$ cat src/logic/pump_seq_params.svh
// What this block does
// - trigger is contact input OR plc trigger
// - prime starts on serial begin only
// - prime runs until end or time limit
// - prime revolutions never reach the totalizer
// - dispense starts on begin or trigger
// - dispense stops at volume or end
// - dispense and meter revolutions are totalized
// - meter pumps while trigger, stops empty
// - meter also obeys begin and end
// - direction follows stored direction setting
// - prime rate, shared dispense/meter rate
// - reference turns until home, then stops
// - motion rejected until reference initiated
// - forward stroke is volume plus drawback
// - stop, dwell, reverse at drawback rate
// - enable refused while panel locked out
// - totalizer saturates, readable, clearable
// - fault and reject latched, other warnings only while present
// - fault elsewhere flagged without details
// - fault blocks motion until clear faults
// - 9600 baud tick only; no serial link or 8N1 framing
// Purpose: offsets, fields and timing counts of the pump sequencer
// Assumes: 50 MHz system clock
// Notes:   register index is the address on the plain port
`ifndef PUMP_SEQ_PARAMS_SVH
`define PUMP_SEQ_PARAMS_SVH
`define CLK_HZ          50000000
`define TIME_BASE_US    1000
`define MS_CYCLES       (`CLK_HZ / 1000000 * `TIME_BASE_US)
`define BAUD_RATE       9600
`define BAUD_CYCLES     (`CLK_HZ / `BAUD_RATE)
`define ADDR_CTRL       4'h0
`define ADDR_VOLUME     4'h1
`define ADDR_RATE_DM    4'h2
`define ADDR_RATE_PRIME 4'h3
`define ADDR_PRIME_LIM  4'h4
`define ADDR_DB_VOLUME  4'h5
`define ADDR_DB_RATE    4'h6
`define ADDR_DB_DWELL   4'h7
`define ADDR_COMMAND    4'h8
`define ADDR_STATUS     4'h9
`define ADDR_TOTAL      4'hA
`define ADDR_FAULT_ID   4'hB
`define MODE_PRIME      2'h0
`define MODE_DISPENSE   2'h1
`define MODE_METER      2'h2
`define CMD_BEGIN       0
`define CMD_END         1
`define CMD_REFERENCE   2
`define CMD_CLEAR_FAULT 3
`define CMD_CLEAR_TOTAL 4
`define FAULT_MOTOR     16'h0001
`define TOTAL_MAX       16'hFFFF
`define CTRL_RESET      4'h0
`endif

$ cat src/logic/pump_seq_pkg.sv
// Purpose: types shared by the pump sequencer
// Assumes: nothing
// Notes:   none
`default_nettype none
package pump_seq_pkg;
   typedef enum logic [2:0] {
      ST_IDLE, ST_HOMING, ST_PRIME, ST_FORWARD, ST_METER, ST_DWELL, ST_DRAWBACK
   } seq_state_t;
   typedef struct packed {
      logic       enable;
      logic       reverse;
      logic [1:0] mode;
   } ctrl_t;
   typedef struct packed {
      logic        run;
      logic        reverse;
      logic [15:0] rate;
   } motor_cmd_t;
endpackage
`default_nettype wire

$ cat src/logic/pump_channel_sequencer.sv
// Purpose: one pump channel sequencer with register port
// Assumes: rev_pulse marks each completed full revolution
// Notes:   pins except fault_elsewhere pass two flip-flops before use
//
// The register addresses and the plain strobed port were left to the implementer.
`include "pump_seq_params.svh"
`default_nettype none
module pump_channel_sequencer #(
   parameter int MS_CYCLES   = `MS_CYCLES,
   parameter int BAUD_CYCLES = `BAUD_CYCLES
) (
   input  wire logic                     clk_sys,
   input  wire logic                     rstn,
   input  wire logic [3:0]               addr,
   input  wire logic [15:0]              wdata,
   input  wire logic                     wr,
   input  wire logic                     rd,
   output logic [15:0]                   rdata,
   input  wire logic                     contact_trigger_input,
   input  wire logic                     plc_trigger,
   input  wire logic                     panel_disable_position,
   input  wire logic                     home_sensor,
   input  wire logic                     rev_pulse,
   input  wire logic                     chamber_empty,
   input  wire logic                     motor_fault,
   input  wire logic                     fault_elsewhere,
   output pump_seq_pkg::motor_cmd_t      motor_cmd,
   output logic                          ready,
   output logic                          baud_tick
);
   import pump_seq_pkg::*;

   // refused at elaboration: counters cannot serve these counts
   if (MS_CYCLES < 2 || MS_CYCLES > 65535 * 16 || BAUD_CYCLES < 2 || BAUD_CYCLES > 65535) begin : g_bad_timing
      $error("pump_channel_sequencer: timing parameter out of range");
   end

   // reset release
   logic [1:0] rst_sync_reg;
   logic       rst_n;
   always_ff @(posedge clk_sys or negedge rstn) begin
      if (!rstn) rst_sync_reg <= 2'b00;
      else rst_sync_reg <= {rst_sync_reg[0], 1'b1};
   end
   assign rst_n = rst_sync_reg[1];

   // pin synchronisers, one generate per pin
   localparam int NPIN = 7;
   logic [NPIN-1:0] pin_raw;
   logic [NPIN-1:0] pin_s1_reg;
   logic [NPIN-1:0] pin_s2_reg;
   assign pin_raw = {contact_trigger_input, plc_trigger, panel_disable_position,
                     home_sensor, rev_pulse, chamber_empty, motor_fault};
   genvar gi;
   generate
      for (gi = 0; gi < NPIN; gi++) begin : g_sync
         always_ff @(posedge clk_sys or negedge rst_n) begin
            if (!rst_n) begin
               pin_s1_reg[gi] <= 1'b0;
               pin_s2_reg[gi] <= 1'b0;
            end else begin
               pin_s1_reg[gi] <= pin_raw[gi];
               pin_s2_reg[gi] <= pin_s1_reg[gi];
            end
         end
      end
   endgenerate

   logic contact_s, plc_s, panel_disable_position_s, home_s, rev_s, empty_s, mfault_s;
   assign {contact_s, plc_s, panel_disable_position_s, home_s, rev_s, empty_s, mfault_s} = pin_s2_reg;

   // edge history, read only from the second stage
   logic trig_d_reg, rev_d_reg;
   logic trig, trig_rise, rev_edge;
   assign trig      = contact_s | plc_s;
   assign trig_rise = trig & ~trig_d_reg;
   assign rev_edge  = rev_s & ~rev_d_reg;

   // registers
   ctrl_t       ctrl_reg;
   logic [15:0] volume_reg, rate_dm_reg, rate_prime_reg, prime_lim_reg;
   logic [15:0] db_volume_reg, db_rate_reg, db_dwell_reg;
   logic [15:0] total_reg, fault_id_reg, cleared_id_reg;
   logic        fault_reg, ref_ok_reg, reject_reg;
   seq_state_t  state_reg, state_next;
   logic [15:0] rev_cnt_reg, ms_cnt_reg;
   logic [31:0] tick_cnt_reg;
   logic [15:0] baud_cnt_reg;
   logic        by_serial_reg;

   // decode
   logic wr_ctrl, wr_cmd;
   logic cmd_begin, cmd_end, cmd_ref, cmd_clear, cmd_clr_tot;
   assign wr_ctrl     = wr && addr == `ADDR_CTRL;
   assign wr_cmd      = wr && addr == `ADDR_COMMAND;
   assign cmd_begin   = wr_cmd & wdata[`CMD_BEGIN];
   assign cmd_end     = wr_cmd & wdata[`CMD_END];
   assign cmd_ref     = wr_cmd & wdata[`CMD_REFERENCE];
   assign cmd_clear   = wr_cmd & wdata[`CMD_CLEAR_FAULT];
   assign cmd_clr_tot = wr_cmd & wdata[`CMD_CLEAR_TOTAL];

   // motion gating
   logic idle, may_move, may_ref;
   logic start_prime, start_disp, start_meter, start_ref, motion_req;
   assign idle     = state_reg == ST_IDLE;
   assign may_ref  = ~fault_reg & ctrl_reg.enable & idle;
   assign may_move = may_ref & ref_ok_reg;
   assign start_prime = may_move & ctrl_reg.mode == `MODE_PRIME & cmd_begin;
   assign start_disp  = may_move & ctrl_reg.mode == `MODE_DISPENSE & (cmd_begin | trig_rise);
   assign start_meter = may_move & ctrl_reg.mode == `MODE_METER & (cmd_begin | trig_rise)
                        & ~empty_s;
   assign start_ref   = may_ref & cmd_ref;
   assign motion_req  = cmd_begin | cmd_ref;

   logic [16:0] fwd_target;
   assign fwd_target = {1'b0, volume_reg} + {1'b0, db_volume_reg};

   logic ms_tick, prime_over, dwell_over, fwd_done, db_done, meter_stop, db_on;
   assign ms_tick    = tick_cnt_reg == 32'(MS_CYCLES - 1);
   assign prime_over = ms_cnt_reg >= prime_lim_reg;
   assign dwell_over = ms_cnt_reg >= db_dwell_reg;
   assign fwd_done   = {1'b0, rev_cnt_reg} >= fwd_target;
   assign db_done    = rev_cnt_reg >= db_volume_reg;
   assign meter_stop = empty_s | (~by_serial_reg & ~trig);
   assign db_on      = db_volume_reg != 16'h0000;

   always_comb begin
      state_next = state_reg;
      case (state_reg)
         ST_IDLE: begin
            if (start_ref) state_next = ST_HOMING;
            else if (start_prime) state_next = ST_PRIME;
            else if (start_disp) state_next = ST_FORWARD;
            else if (start_meter) state_next = ST_METER;
         end
         ST_HOMING:   if (home_s) state_next = ST_IDLE;
         ST_PRIME:    if (cmd_end | prime_over) state_next = ST_IDLE;
         ST_FORWARD: begin
            if (cmd_end) state_next = ST_IDLE;
            else if (fwd_done) state_next = db_on ? ST_DWELL : ST_IDLE;
         end
         ST_METER: begin
            if (cmd_end | meter_stop) state_next = db_on ? ST_DWELL : ST_IDLE;
         end
         ST_DWELL:    if (dwell_over) state_next = ST_DRAWBACK;
         ST_DRAWBACK: if (db_done) state_next = ST_IDLE;
         default:     state_next = ST_IDLE;
      endcase
      if (fault_reg) state_next = ST_IDLE;
   end

   // motor command
   motor_cmd_t mcmd_next;
   always_comb begin
      mcmd_next.run     = 1'b0;
      mcmd_next.reverse = ctrl_reg.reverse;
      mcmd_next.rate    = rate_dm_reg;
      case (state_next)
         ST_HOMING:   mcmd_next.run = 1'b1;
         ST_PRIME: begin
            mcmd_next.run  = 1'b1;
            mcmd_next.rate = rate_prime_reg;
         end
         ST_FORWARD, ST_METER: mcmd_next.run = 1'b1;
         ST_DRAWBACK: begin
            mcmd_next.run     = 1'b1;
            mcmd_next.reverse = ~ctrl_reg.reverse;
            mcmd_next.rate    = db_rate_reg;
         end
         default:     mcmd_next.run = 1'b0;
      endcase
   end

   logic phase_change;
   assign phase_change = state_next != state_reg;

   always_ff @(posedge clk_sys or negedge rst_n) begin
      if (!rst_n) begin
         state_reg     <= ST_IDLE;
         motor_cmd     <= '0;
         trig_d_reg    <= 1'b0;
         rev_d_reg     <= 1'b0;
         by_serial_reg <= 1'b0;
      end else begin
         state_reg     <= state_next;
         motor_cmd     <= mcmd_next;
         trig_d_reg    <= trig;
         rev_d_reg     <= rev_s;
         if (idle) by_serial_reg <= cmd_begin;
      end
   end

   // phase counters restart on each phase change
   always_ff @(posedge clk_sys or negedge rst_n) begin
      if (!rst_n) begin
         rev_cnt_reg  <= 16'h0000;
         ms_cnt_reg   <= 16'h0000;
         tick_cnt_reg <= 32'h0000_0000;
      end else if (phase_change) begin
         rev_cnt_reg  <= 16'h0000;
         ms_cnt_reg   <= 16'h0000;
         tick_cnt_reg <= 32'h0000_0000;
      end else begin
         if (rev_edge && rev_cnt_reg != `TOTAL_MAX) rev_cnt_reg <= rev_cnt_reg + 16'h0001;
         tick_cnt_reg <= ms_tick ? 32'h0000_0000 : tick_cnt_reg + 32'h0000_0001;
         if (ms_tick && ms_cnt_reg != `TOTAL_MAX) ms_cnt_reg <= ms_cnt_reg + 16'h0001;
      end
   end

   // totalizer
   logic tot_count;
   assign tot_count = rev_edge & (state_reg == ST_FORWARD | state_reg == ST_METER);
   always_ff @(posedge clk_sys or negedge rst_n) begin
      if (!rst_n) total_reg <= 16'h0000;
      else if (cmd_clr_tot) total_reg <= 16'h0000;
      else if (tot_count && total_reg != `TOTAL_MAX) total_reg <= total_reg + 16'h0001;
   end

   // fault, reference and warning state
   always_ff @(posedge clk_sys or negedge rst_n) begin
      if (!rst_n) begin
         fault_reg      <= 1'b0;
         fault_id_reg   <= 16'h0000;
         cleared_id_reg <= 16'h0000;
         ref_ok_reg     <= 1'b0;
         reject_reg     <= 1'b0;
      end else begin
         if (mfault_s) begin
            fault_reg    <= 1'b1;
            fault_id_reg <= `FAULT_MOTOR;
         end else if (cmd_clear) begin
            fault_reg    <= 1'b0;
            fault_id_reg <= 16'h0000;
         end
         if (cmd_clear) cleared_id_reg <= fault_id_reg;
         if (mfault_s) ref_ok_reg <= 1'b0;
         else if (start_ref) ref_ok_reg <= 1'b1;
         if (motion_req) reject_reg <= ~(start_ref | start_prime | start_disp | start_meter);
      end
   end

   // parameter registers
   always_ff @(posedge clk_sys or negedge rst_n) begin
      if (!rst_n) begin
         ctrl_reg       <= `CTRL_RESET;
         volume_reg     <= 16'h0000;
         rate_dm_reg    <= 16'h0000;
         rate_prime_reg <= 16'h0000;
         prime_lim_reg  <= 16'h0000;
         db_volume_reg  <= 16'h0000;
         db_rate_reg    <= 16'h0000;
         db_dwell_reg   <= 16'h0000;
      end else if (wr) begin
         case (addr)
            `ADDR_CTRL: begin
               ctrl_reg.mode    <= wdata[1:0];
               ctrl_reg.reverse <= wdata[2];
               ctrl_reg.enable  <= wdata[3] & ~panel_disable_position_s;
            end
            `ADDR_VOLUME:     volume_reg     <= wdata;
            `ADDR_RATE_DM:    rate_dm_reg    <= wdata;
            `ADDR_RATE_PRIME: rate_prime_reg <= wdata;
            `ADDR_PRIME_LIM:  prime_lim_reg  <= wdata;
            `ADDR_DB_VOLUME:  db_volume_reg  <= wdata;
            `ADDR_DB_RATE:    db_rate_reg    <= wdata;
            `ADDR_DB_DWELL:   db_dwell_reg   <= wdata;
            default:          ctrl_reg       <= ctrl_reg;
         endcase
      end
   end

   // read path; panel and fault-elsewhere bits are live, fault and reject bits hold until clear or the next begin/reference
   logic [15:0] status_word, rd_mux;
   assign status_word = {7'h00, state_reg, panel_disable_position_s, reject_reg, ~ref_ok_reg,
                         fault_elsewhere, fault_reg, ~idle};
   always_comb begin
      case (addr)
         `ADDR_CTRL:       rd_mux = {12'h000, ctrl_reg};
         `ADDR_VOLUME:     rd_mux = volume_reg;
         `ADDR_RATE_DM:    rd_mux = rate_dm_reg;
         `ADDR_RATE_PRIME: rd_mux = rate_prime_reg;
         `ADDR_PRIME_LIM:  rd_mux = prime_lim_reg;
         `ADDR_DB_VOLUME:  rd_mux = db_volume_reg;
         `ADDR_DB_RATE:    rd_mux = db_rate_reg;
         `ADDR_DB_DWELL:   rd_mux = db_dwell_reg;
         `ADDR_STATUS:     rd_mux = status_word;
         `ADDR_TOTAL:      rd_mux = total_reg;
         `ADDR_FAULT_ID:   rd_mux = cleared_id_reg;
         default:          rd_mux = 16'h0000;
      endcase
   end
   always_ff @(posedge clk_sys or negedge rst_n) begin
      if (!rst_n) rdata <= 16'h0000;
      else if (rd) rdata <= rd_mux;
      else rdata <= 16'h0000;
   end

   assign ready = idle;

   always_ff @(posedge clk_sys or negedge rst_n) begin
      if (!rst_n) begin
         baud_cnt_reg <= 16'h0000;
         baud_tick    <= 1'b0;
      end else begin
         baud_tick    <= baud_cnt_reg == 16'(BAUD_CYCLES - 1);
         baud_cnt_reg <= baud_cnt_reg == 16'(BAUD_CYCLES - 1) ? 16'h0000 : baud_cnt_reg + 16'h0001;
      end
   end
endmodule // pump_channel_sequencer
`default_nettype wire

$ cat config.mk
export PLATFORM = sky130hd
export DESIGN_NAME = pump_channel_sequencer
export DESIGN_NICKNAME = d
export VERILOG_FILES = /design/src/logic/pump_seq_pkg.sv /design/src/logic/pump_channel_sequencer.sv
export VERILOG_INCLUDE_DIRS = /design/src /design/src/logic
export SDC_FILE = /design/constraint.sdc
export NUM_CORES = 1
export LEC_CHECK = 0
export CORE_MARGIN = 4
export CORE_UTILIZATION = 40
export CTS_BUF_LIST = sky130_fd_sc_hd__clkbuf_4
export CTS_CLUSTER_DIAMETER = 50
export DETAILED_ROUTE_END_ITERATION = 10
export DONT_BUFFER_PORTS = 1
export PLACE_DENSITY_LB_ADDON = 0.15
export SYNTH_ARGS = -nofsm -noshare
export SYNTH_HDL_FRONTEND = slang
export SYNTH_SLANG_ARGS = --single-unit
$ cat constraint.sdc
create_clock -name clk_sys -period 11 [get_ports clk_sys]
set_input_delay 0.55 -clock clk_sys [delete_from_list [all_inputs] [get_ports clk_sys]]
set_output_delay 0.55 -clock clk_sys [all_outputs]
set_load 0.05 [all_outputs]
## After elaboration in Yosys (flattened, before gate mapping)

Index checks and enable logic that the tools add are counted.

| word-level totals | value |
|---|---|
| register bits | 304 |
| bits of input ports | 32 |
| output and inout port bits | 36 |
| logic and storage cells | 182 |

| operators by class | value |
|---|---|
| $add $sub $neg | 6 |
| $lt $le $gt $ge | 4 |
| equal/unequal tests | 30 |
| muxes and demuxes | 34 |
| bitwise gates (word level) | 42 |
| reduce and logical (&&, ||, !) cells | 22 |

Operators by type and width:

| operator | number |
|---|---|
| one-hot mux 16 bit (11 select lines) | 1 |
| 2-to-1 mux 16 bit | 10 |
| adder 16 x 1 -> 16 bit, second input constant | 4 |
| 2-to-1 mux 32 bit | 2 |
| >= comparator 16 bit | 3 |
| inequality test 16 bit, second input constant | 3 |
| 2-to-1 mux 3 bit | 13 |
| adder 32 x 1 -> 32 bit, second input constant | 1 |
| == test 32 x 16 -> 1 bit, second input constant | 1 |
| one-hot mux 16 bit (2 select lines) | 1 |
| bitwise AND 1 bit | 21 |
| one-hot mux 3 bit (7 select lines) | 1 |
| adder 16 x 16 -> 17 bit | 1 |
| >= comparator 16 x 17 -> 1 bit | 1 |
| == test 16 x 13 -> 1 bit, second input constant | 1 |
| == test 4 x 3 -> 1 bit, second input constant | 4 |
| == test 4 bit, second input constant | 4 |
| AND reduction 2 bit | 8 |
| nonzero test 16 bit | 1 |
| == test 3 bit, second input constant | 5 |
| == test 3 x 2 -> 1 bit, second input constant | 4 |
| inverter 1 bit | 11 |
| OR 1 bit | 10 |
| nonzero test 2 bit | 5 |
| 12 further kinds | 22 |

## Depth between registers and ports, before layout

| logic depth | value |
|---|---|
| depth after elaboration | 16 |
| depth in mapped cells | 20 |
| mapped depth without buffers | 19 |

## Least setup slack after synthesis

Ideal clock, no wire load.

| timing | value |
|---|---|
| path kind | reg2reg |
| start | register db_volume_reg[0] |
| end | register motor_cmd[5] (netlist bit) |
| setup time | 128 ps |
| arrival time | 4375 ps |
| data required time | 10872 ps |
| setup slack | 6497 ps |
| cell stages (with the launch flop) | 21 |
| path buffers | 1 |
| period minus slack after synthesis | 4503 ps |
| cell sequence | dfrtp_1 > ha_1 > fa_1 > a211oi_1 > o211ai_1 > a21oi_1 > o21ai_0 > nor4_1 > o41ai_1 > a21oi_1 > xor2_1 > ha_1 > nand2_1 > nor2_1 > a211o_1 > nor3_1 > o21ai_0 > nor4b_4 > nor3b_4 > buf_6 > mux2_1 |

RTL lines:

| element | line | source |
|---|---|---|
| from (decl) | pump_channel_sequencer.sv:82 | `logic [15:0] db_volume_reg, db_rate_reg, db_dwell_reg;` |
| from (signal assigned) | pump_channel_sequencer.sv:264 | `` `ADDR_DB_VOLUME: db_volume_reg <= wdata; `` |
| to (signal assigned) | pump_channel_sequencer.sv:186 | `motor_cmd <= mcmd_next;` |
| to (decl) | pump_channel_sequencer.sv:27 | `output pump_seq_pkg::motor_cmd_t motor_cmd,` |

## Worst setup path in the final report

| timing | value |
|---|---|
| start | register db_volume_reg[0] |
| end | register tick_cnt_reg[2] |

| on the way | value |
|---|---|
| longest elaborated chain between the ends | 8 |
| elaborated cells between the ends (all ways) | 13 |
| those cells by class | add/sub (1); order compare (2); eq/ne (1); mux (8); reduce/logical (1) |

RTL lines:

| element | line | source |
|---|---|---|
| adder 16 x 16 -> 17 bit / nonzero test 16 bit (equally long branches) | pump_channel_sequencer.sv:116, pump_channel_sequencer.sv:125 |  |
| >= comparator 16 x 17 -> 1 bit / 2-to-1 mux 3 bit (equally long branches) | pump_channel_sequencer.sv:122, pump_channel_sequencer.sv:140, pump_channel_sequencer.sv:143 |  |
| 2-to-1 mux 3 bit | pump_channel_sequencer.sv:140 | `else if (fwd_done) state_next = db_on ? ST_DWELL : ST_IDLE;` |
| 2-to-1 mux 3 bit | pump_channel_sequencer.sv:139 | `if (cmd_end) state_next = ST_IDLE;` |
| one-hot mux 3 bit (7 select lines) (*) | pump_channel_sequencer.sv:129 | `case (state_reg)` |
| 2-to-1 mux 3 bit (*) | pump_channel_sequencer.sv:149 | `if (fault_reg) state_next = ST_IDLE;` |
| inequality test 3 bit (*) | pump_channel_sequencer.sv:175 | `assign phase_change = state_next != state_reg;` |
| 2-to-1 mux 32 bit (*) | pump_channel_sequencer.sv:199 | `end else if (phase_change) begin` |
| to (signal assigned) | pump_channel_sequencer.sv:205 | `tick_cnt_reg <= ms_tick ? 32'h0000_0000 : tick_cnt_reg + 32'h0000_0001;` |
| to (decl) | pump_channel_sequencer.sv:87 | `logic [31:0] tick_cnt_reg;` |

Mark *: on every way between the ends. The rest lies on a longest branch, timed or not.
A chain may end at the register's enable or synchronous reset.

==> flow_summary.ini <==
[outcome]
outcome = complete, no violations

[clocking]
cts.sinks = 273
cts_tree = done
clkTransAtPathRegs_ns = 0.06
cts_buffers = 78
cts_resized = 0
cts_root_buf = clkbuf_4
clock_latency_ns = 0.75
cts-htree-levels = 3
cts_max_path_buffers = 3

[global_route]
antenna_found_initial = 1
grt_pass1_vias = 11200
gr-usage-all-layers = 0.211
overflow = 0
grt_pass1_wl_um = 65000
grt_max_degree = 169

[logic_synthesis]
ys.warnings.count = 0
synthDistinctLibCells = 86
synth_top_flop_cell = dfrtp_1
synth_cells = 1358
synth_seq_cells = 273
syn_nets = 1476
synth_edf_count = 0
synth.yosys.seq_area_share = 0.465
syn_area_um2 = 14700
async_flop_share = 1.00
avgSynthCellArea_um2 = 10.8

[layout]
area.sequential_um2 = 6840
multiInputGateArea_um2 = 7380
fin_nets = 1550
area_growth_pct = 11.8
fillCellCount = 3467
drive_gt1_frac = 0.201
postLayoutCellArea_um2 = 16400
largest_reg_flops = 32

[critical_path]
crit_slowest_cell = buf_4
critPathMaxStageDelay_ns = 0.57
cp.required_ns = 11.56
worstPathArrival_ns = 5.76
cp-start-kind = register
critPathCaptureType = register
crit_type = reg2reg
worstPathMaxFanout = 64
cp_cell_sequence = ha_1 -> fa_1 -> a211oi_1 -> o211ai_1 -> a21oi_1 -> o21ai_0 -> nor4_1 -> o41ai_1 -> a21oi_1 -> xor2_1 -> ha_1 -> nand2_1 -> nor2_1 -> o311a_1 -> nor3_1 -> o21ai_0 -> nor4b_4 -> a2bb2oi_4 -> buf_4 -> nor3_1

[die]
initial_core_util = 0.409
die_y_um = 200
die_area_um2 = 39800
io_pins = 68
rows = 69
core_region_area_um2 = 35900
die-width_um = 200

[timing]
tightestPinTransition_ns = 1.19
rsz0062_at_grt = no
setup_viol = 0
fin_crit_sh = 0.472
hold_viol = 0
finalCriticalPeriod_ns = 5.20
fmax_mhz = 192
finClkSkew_ns = 0.0473
setup_tns_ns = 0
slew_headroom = 0.201
final-max-slew-violation-count = 0

[power]
combPwrFrac = 0.215
ir_drop_mv = 0.0985
power_switching_mw = 1.02
internal_power_mw = 1.98
power_density_nw_per_um2 = 183
p_total_mw = 3.00
leakagePower_nw = 7.26
p_sw_frac = 0.340
seqPwrFrac = 0.473
clockPowerShare = 0.312

[routing]
drt_wl_total_um = 41200
firstDrtPassIters = 6
vias = 10900
wl_per_cell_um = 21.1
ant_nets = 0
drtIter0Drc = 608
drc = 0
via_per_inst = 5.62

[place]
gp_congestion = 0.871
port_buffers = 0
dpl.hpwl_um = 28700
place_area_um2 = 15200

[job]
drv_cap = 0

[hold_path]
min_path_type = in2reg
==> final cells by class <==
| class | instances | area share |
|---|---|---|
| clock buffers | 111 | 0.0508 |
| multi-input cells | 964 | 0.450 |
| flip-flops and latches | 273 | 0.416 |
| well taps | 461 | 0.0351 |
| repair buffers | 38 | 0.0218 |
| inverters | 77 | 0.0176 |
| diodes | 5 | 0.000762 |
| clock inverters | 20 | 0.00785 |
==> cells in the mapped netlist (9+ instances only) <==
cell      number  area [um2]
o21ai_0       44         220
xnor2_1       54         473
a41oi_1       10        87.6
a211oi_1      10        75.1
inv_1         76         285
nor3_1        73         365
a21oi_1       35         175
nand2b_1      11        68.8
nand4_1       24         150
clkbuf_1      24        90.1
nand3_1       37         185
buf_2         15        75.1
or3_1          9        56.3
ha_1          85        1060
a22oi_1       45         338
and3_1        23         144
a31oi_1       11        68.8
mux2_2       129        1450
nand2_1       85         319
nor4_1        20         125
dfrtp_1      273        6830
xor2_1        41         359
mux2_4         9         135
nor2_1        77         289
==> final timing paths <==
kind                                        from  slack (ns)  cells past startpoint              end
worst min register to register   rst_sync_reg[1]        0.26                      0   rate_dm_reg[3]
worst max register to register  db_volume_reg[0]        5.80                     20  tick_cnt_reg[2]
worst max-delay path            db_volume_reg[0]        5.80                     20  tick_cnt_reg[2]
min in group asynchronous        rst_sync_reg[1]        0.26                      0   rate_dm_reg[3]
worst min-delay path                     addr[0]        0.09                      2         rdata[0]
max in group asynchronous        rst_sync_reg[1]        9.38                      1   ms_cnt_reg[12]
==> per-stage QoR <==
stage / setup slack, ns / hold slack [ns] / instances / utilization
final: 5.80 / 0.0875 / 1949 / 0.457
after global routing: 5.34 / 0.0756 / 1949 / 0.457
after CTS: 5.82 / 0.0265 / 1944 / 0.457
after detailed placement: 5.85 / 0.254 / 1789 / 0.423
after global placement: 5.86 / 0.254 / 1789 / 0.423
after floorplan: 2.83 / 0.254 / 1358 / -
==> cells by family after synthesis <==
kind of cell	Yosys count	synth area share
AO/OA/AOI/OAI	224	0.109
buffers and inverters	121	0.0335
other	1	0.000255
adder cells (fa/ha/maj)	86	0.0738
multiplexers	147	0.114
flip-flops	273	0.465
XOR/XNOR	95	0.0567
AND/OR/NAND/NOR	411	0.147
==> placed cells by master (no fill, tap or decap), types with 35 or more instances in the layout <==
| master | synthesis | layout |
|---|---|---|
| dfrtp_1 | 273 | 272 |
| mux2_2 | 129 | 129 |
| clkbuf_4 | 0 | 111 |
| nand2_1 | 85 | 85 |
| ha_1 | 85 | 85 |
| inv_1 | 76 | 76 |
| nor2_1 | 77 | 76 |
| nor3_1 | 73 | 72 |
| xnor2_1 | 54 | 54 |
| a22oi_1 | 45 | 45 |
| o21ai_0 | 44 | 44 |
| xor2_1 | 41 | 41 |
| nand3_1 | 37 | 37 |
| a21oi_1 | 35 | 35 |
==> worst max-delay path: cells and delay by family (launching register included) <==
kind	cells	cell delay [ns]
adders and majority gates	3	0.96
and+or+nand+nor	6	1.16
DFF	1	0.42
xor gates and xnor gates	1	0.10
AOI/OAI and AO/OA	9	1.77
buffers and inverters	1	0.57
==> routing by layer <==
layer  share of wire  global-route usage
met3           0.060              0.0491
met1            0.46               0.289
met4           0.029              0.0875
met5               0                   0
met2            0.45               0.325
==> what timing repair did <==
item | CTS | global route
buffers inserted | 0 | 0
hold buffers | 24 | 0
hold endpoints to repair | 121 | 0
==> power groups by stage <==
stage	clock, mW	combinational (mW)	sequential [mW]
finish	0.938	0.646	1.42
detailed placement	0	0.628	1.43
CTS	0.973	0.648	1.42
floorplan	0	0.491	1.36
global route	1.02	0.736	1.44
global placement	0	0.618	1.43
Power figures use the tool's default switching activity.
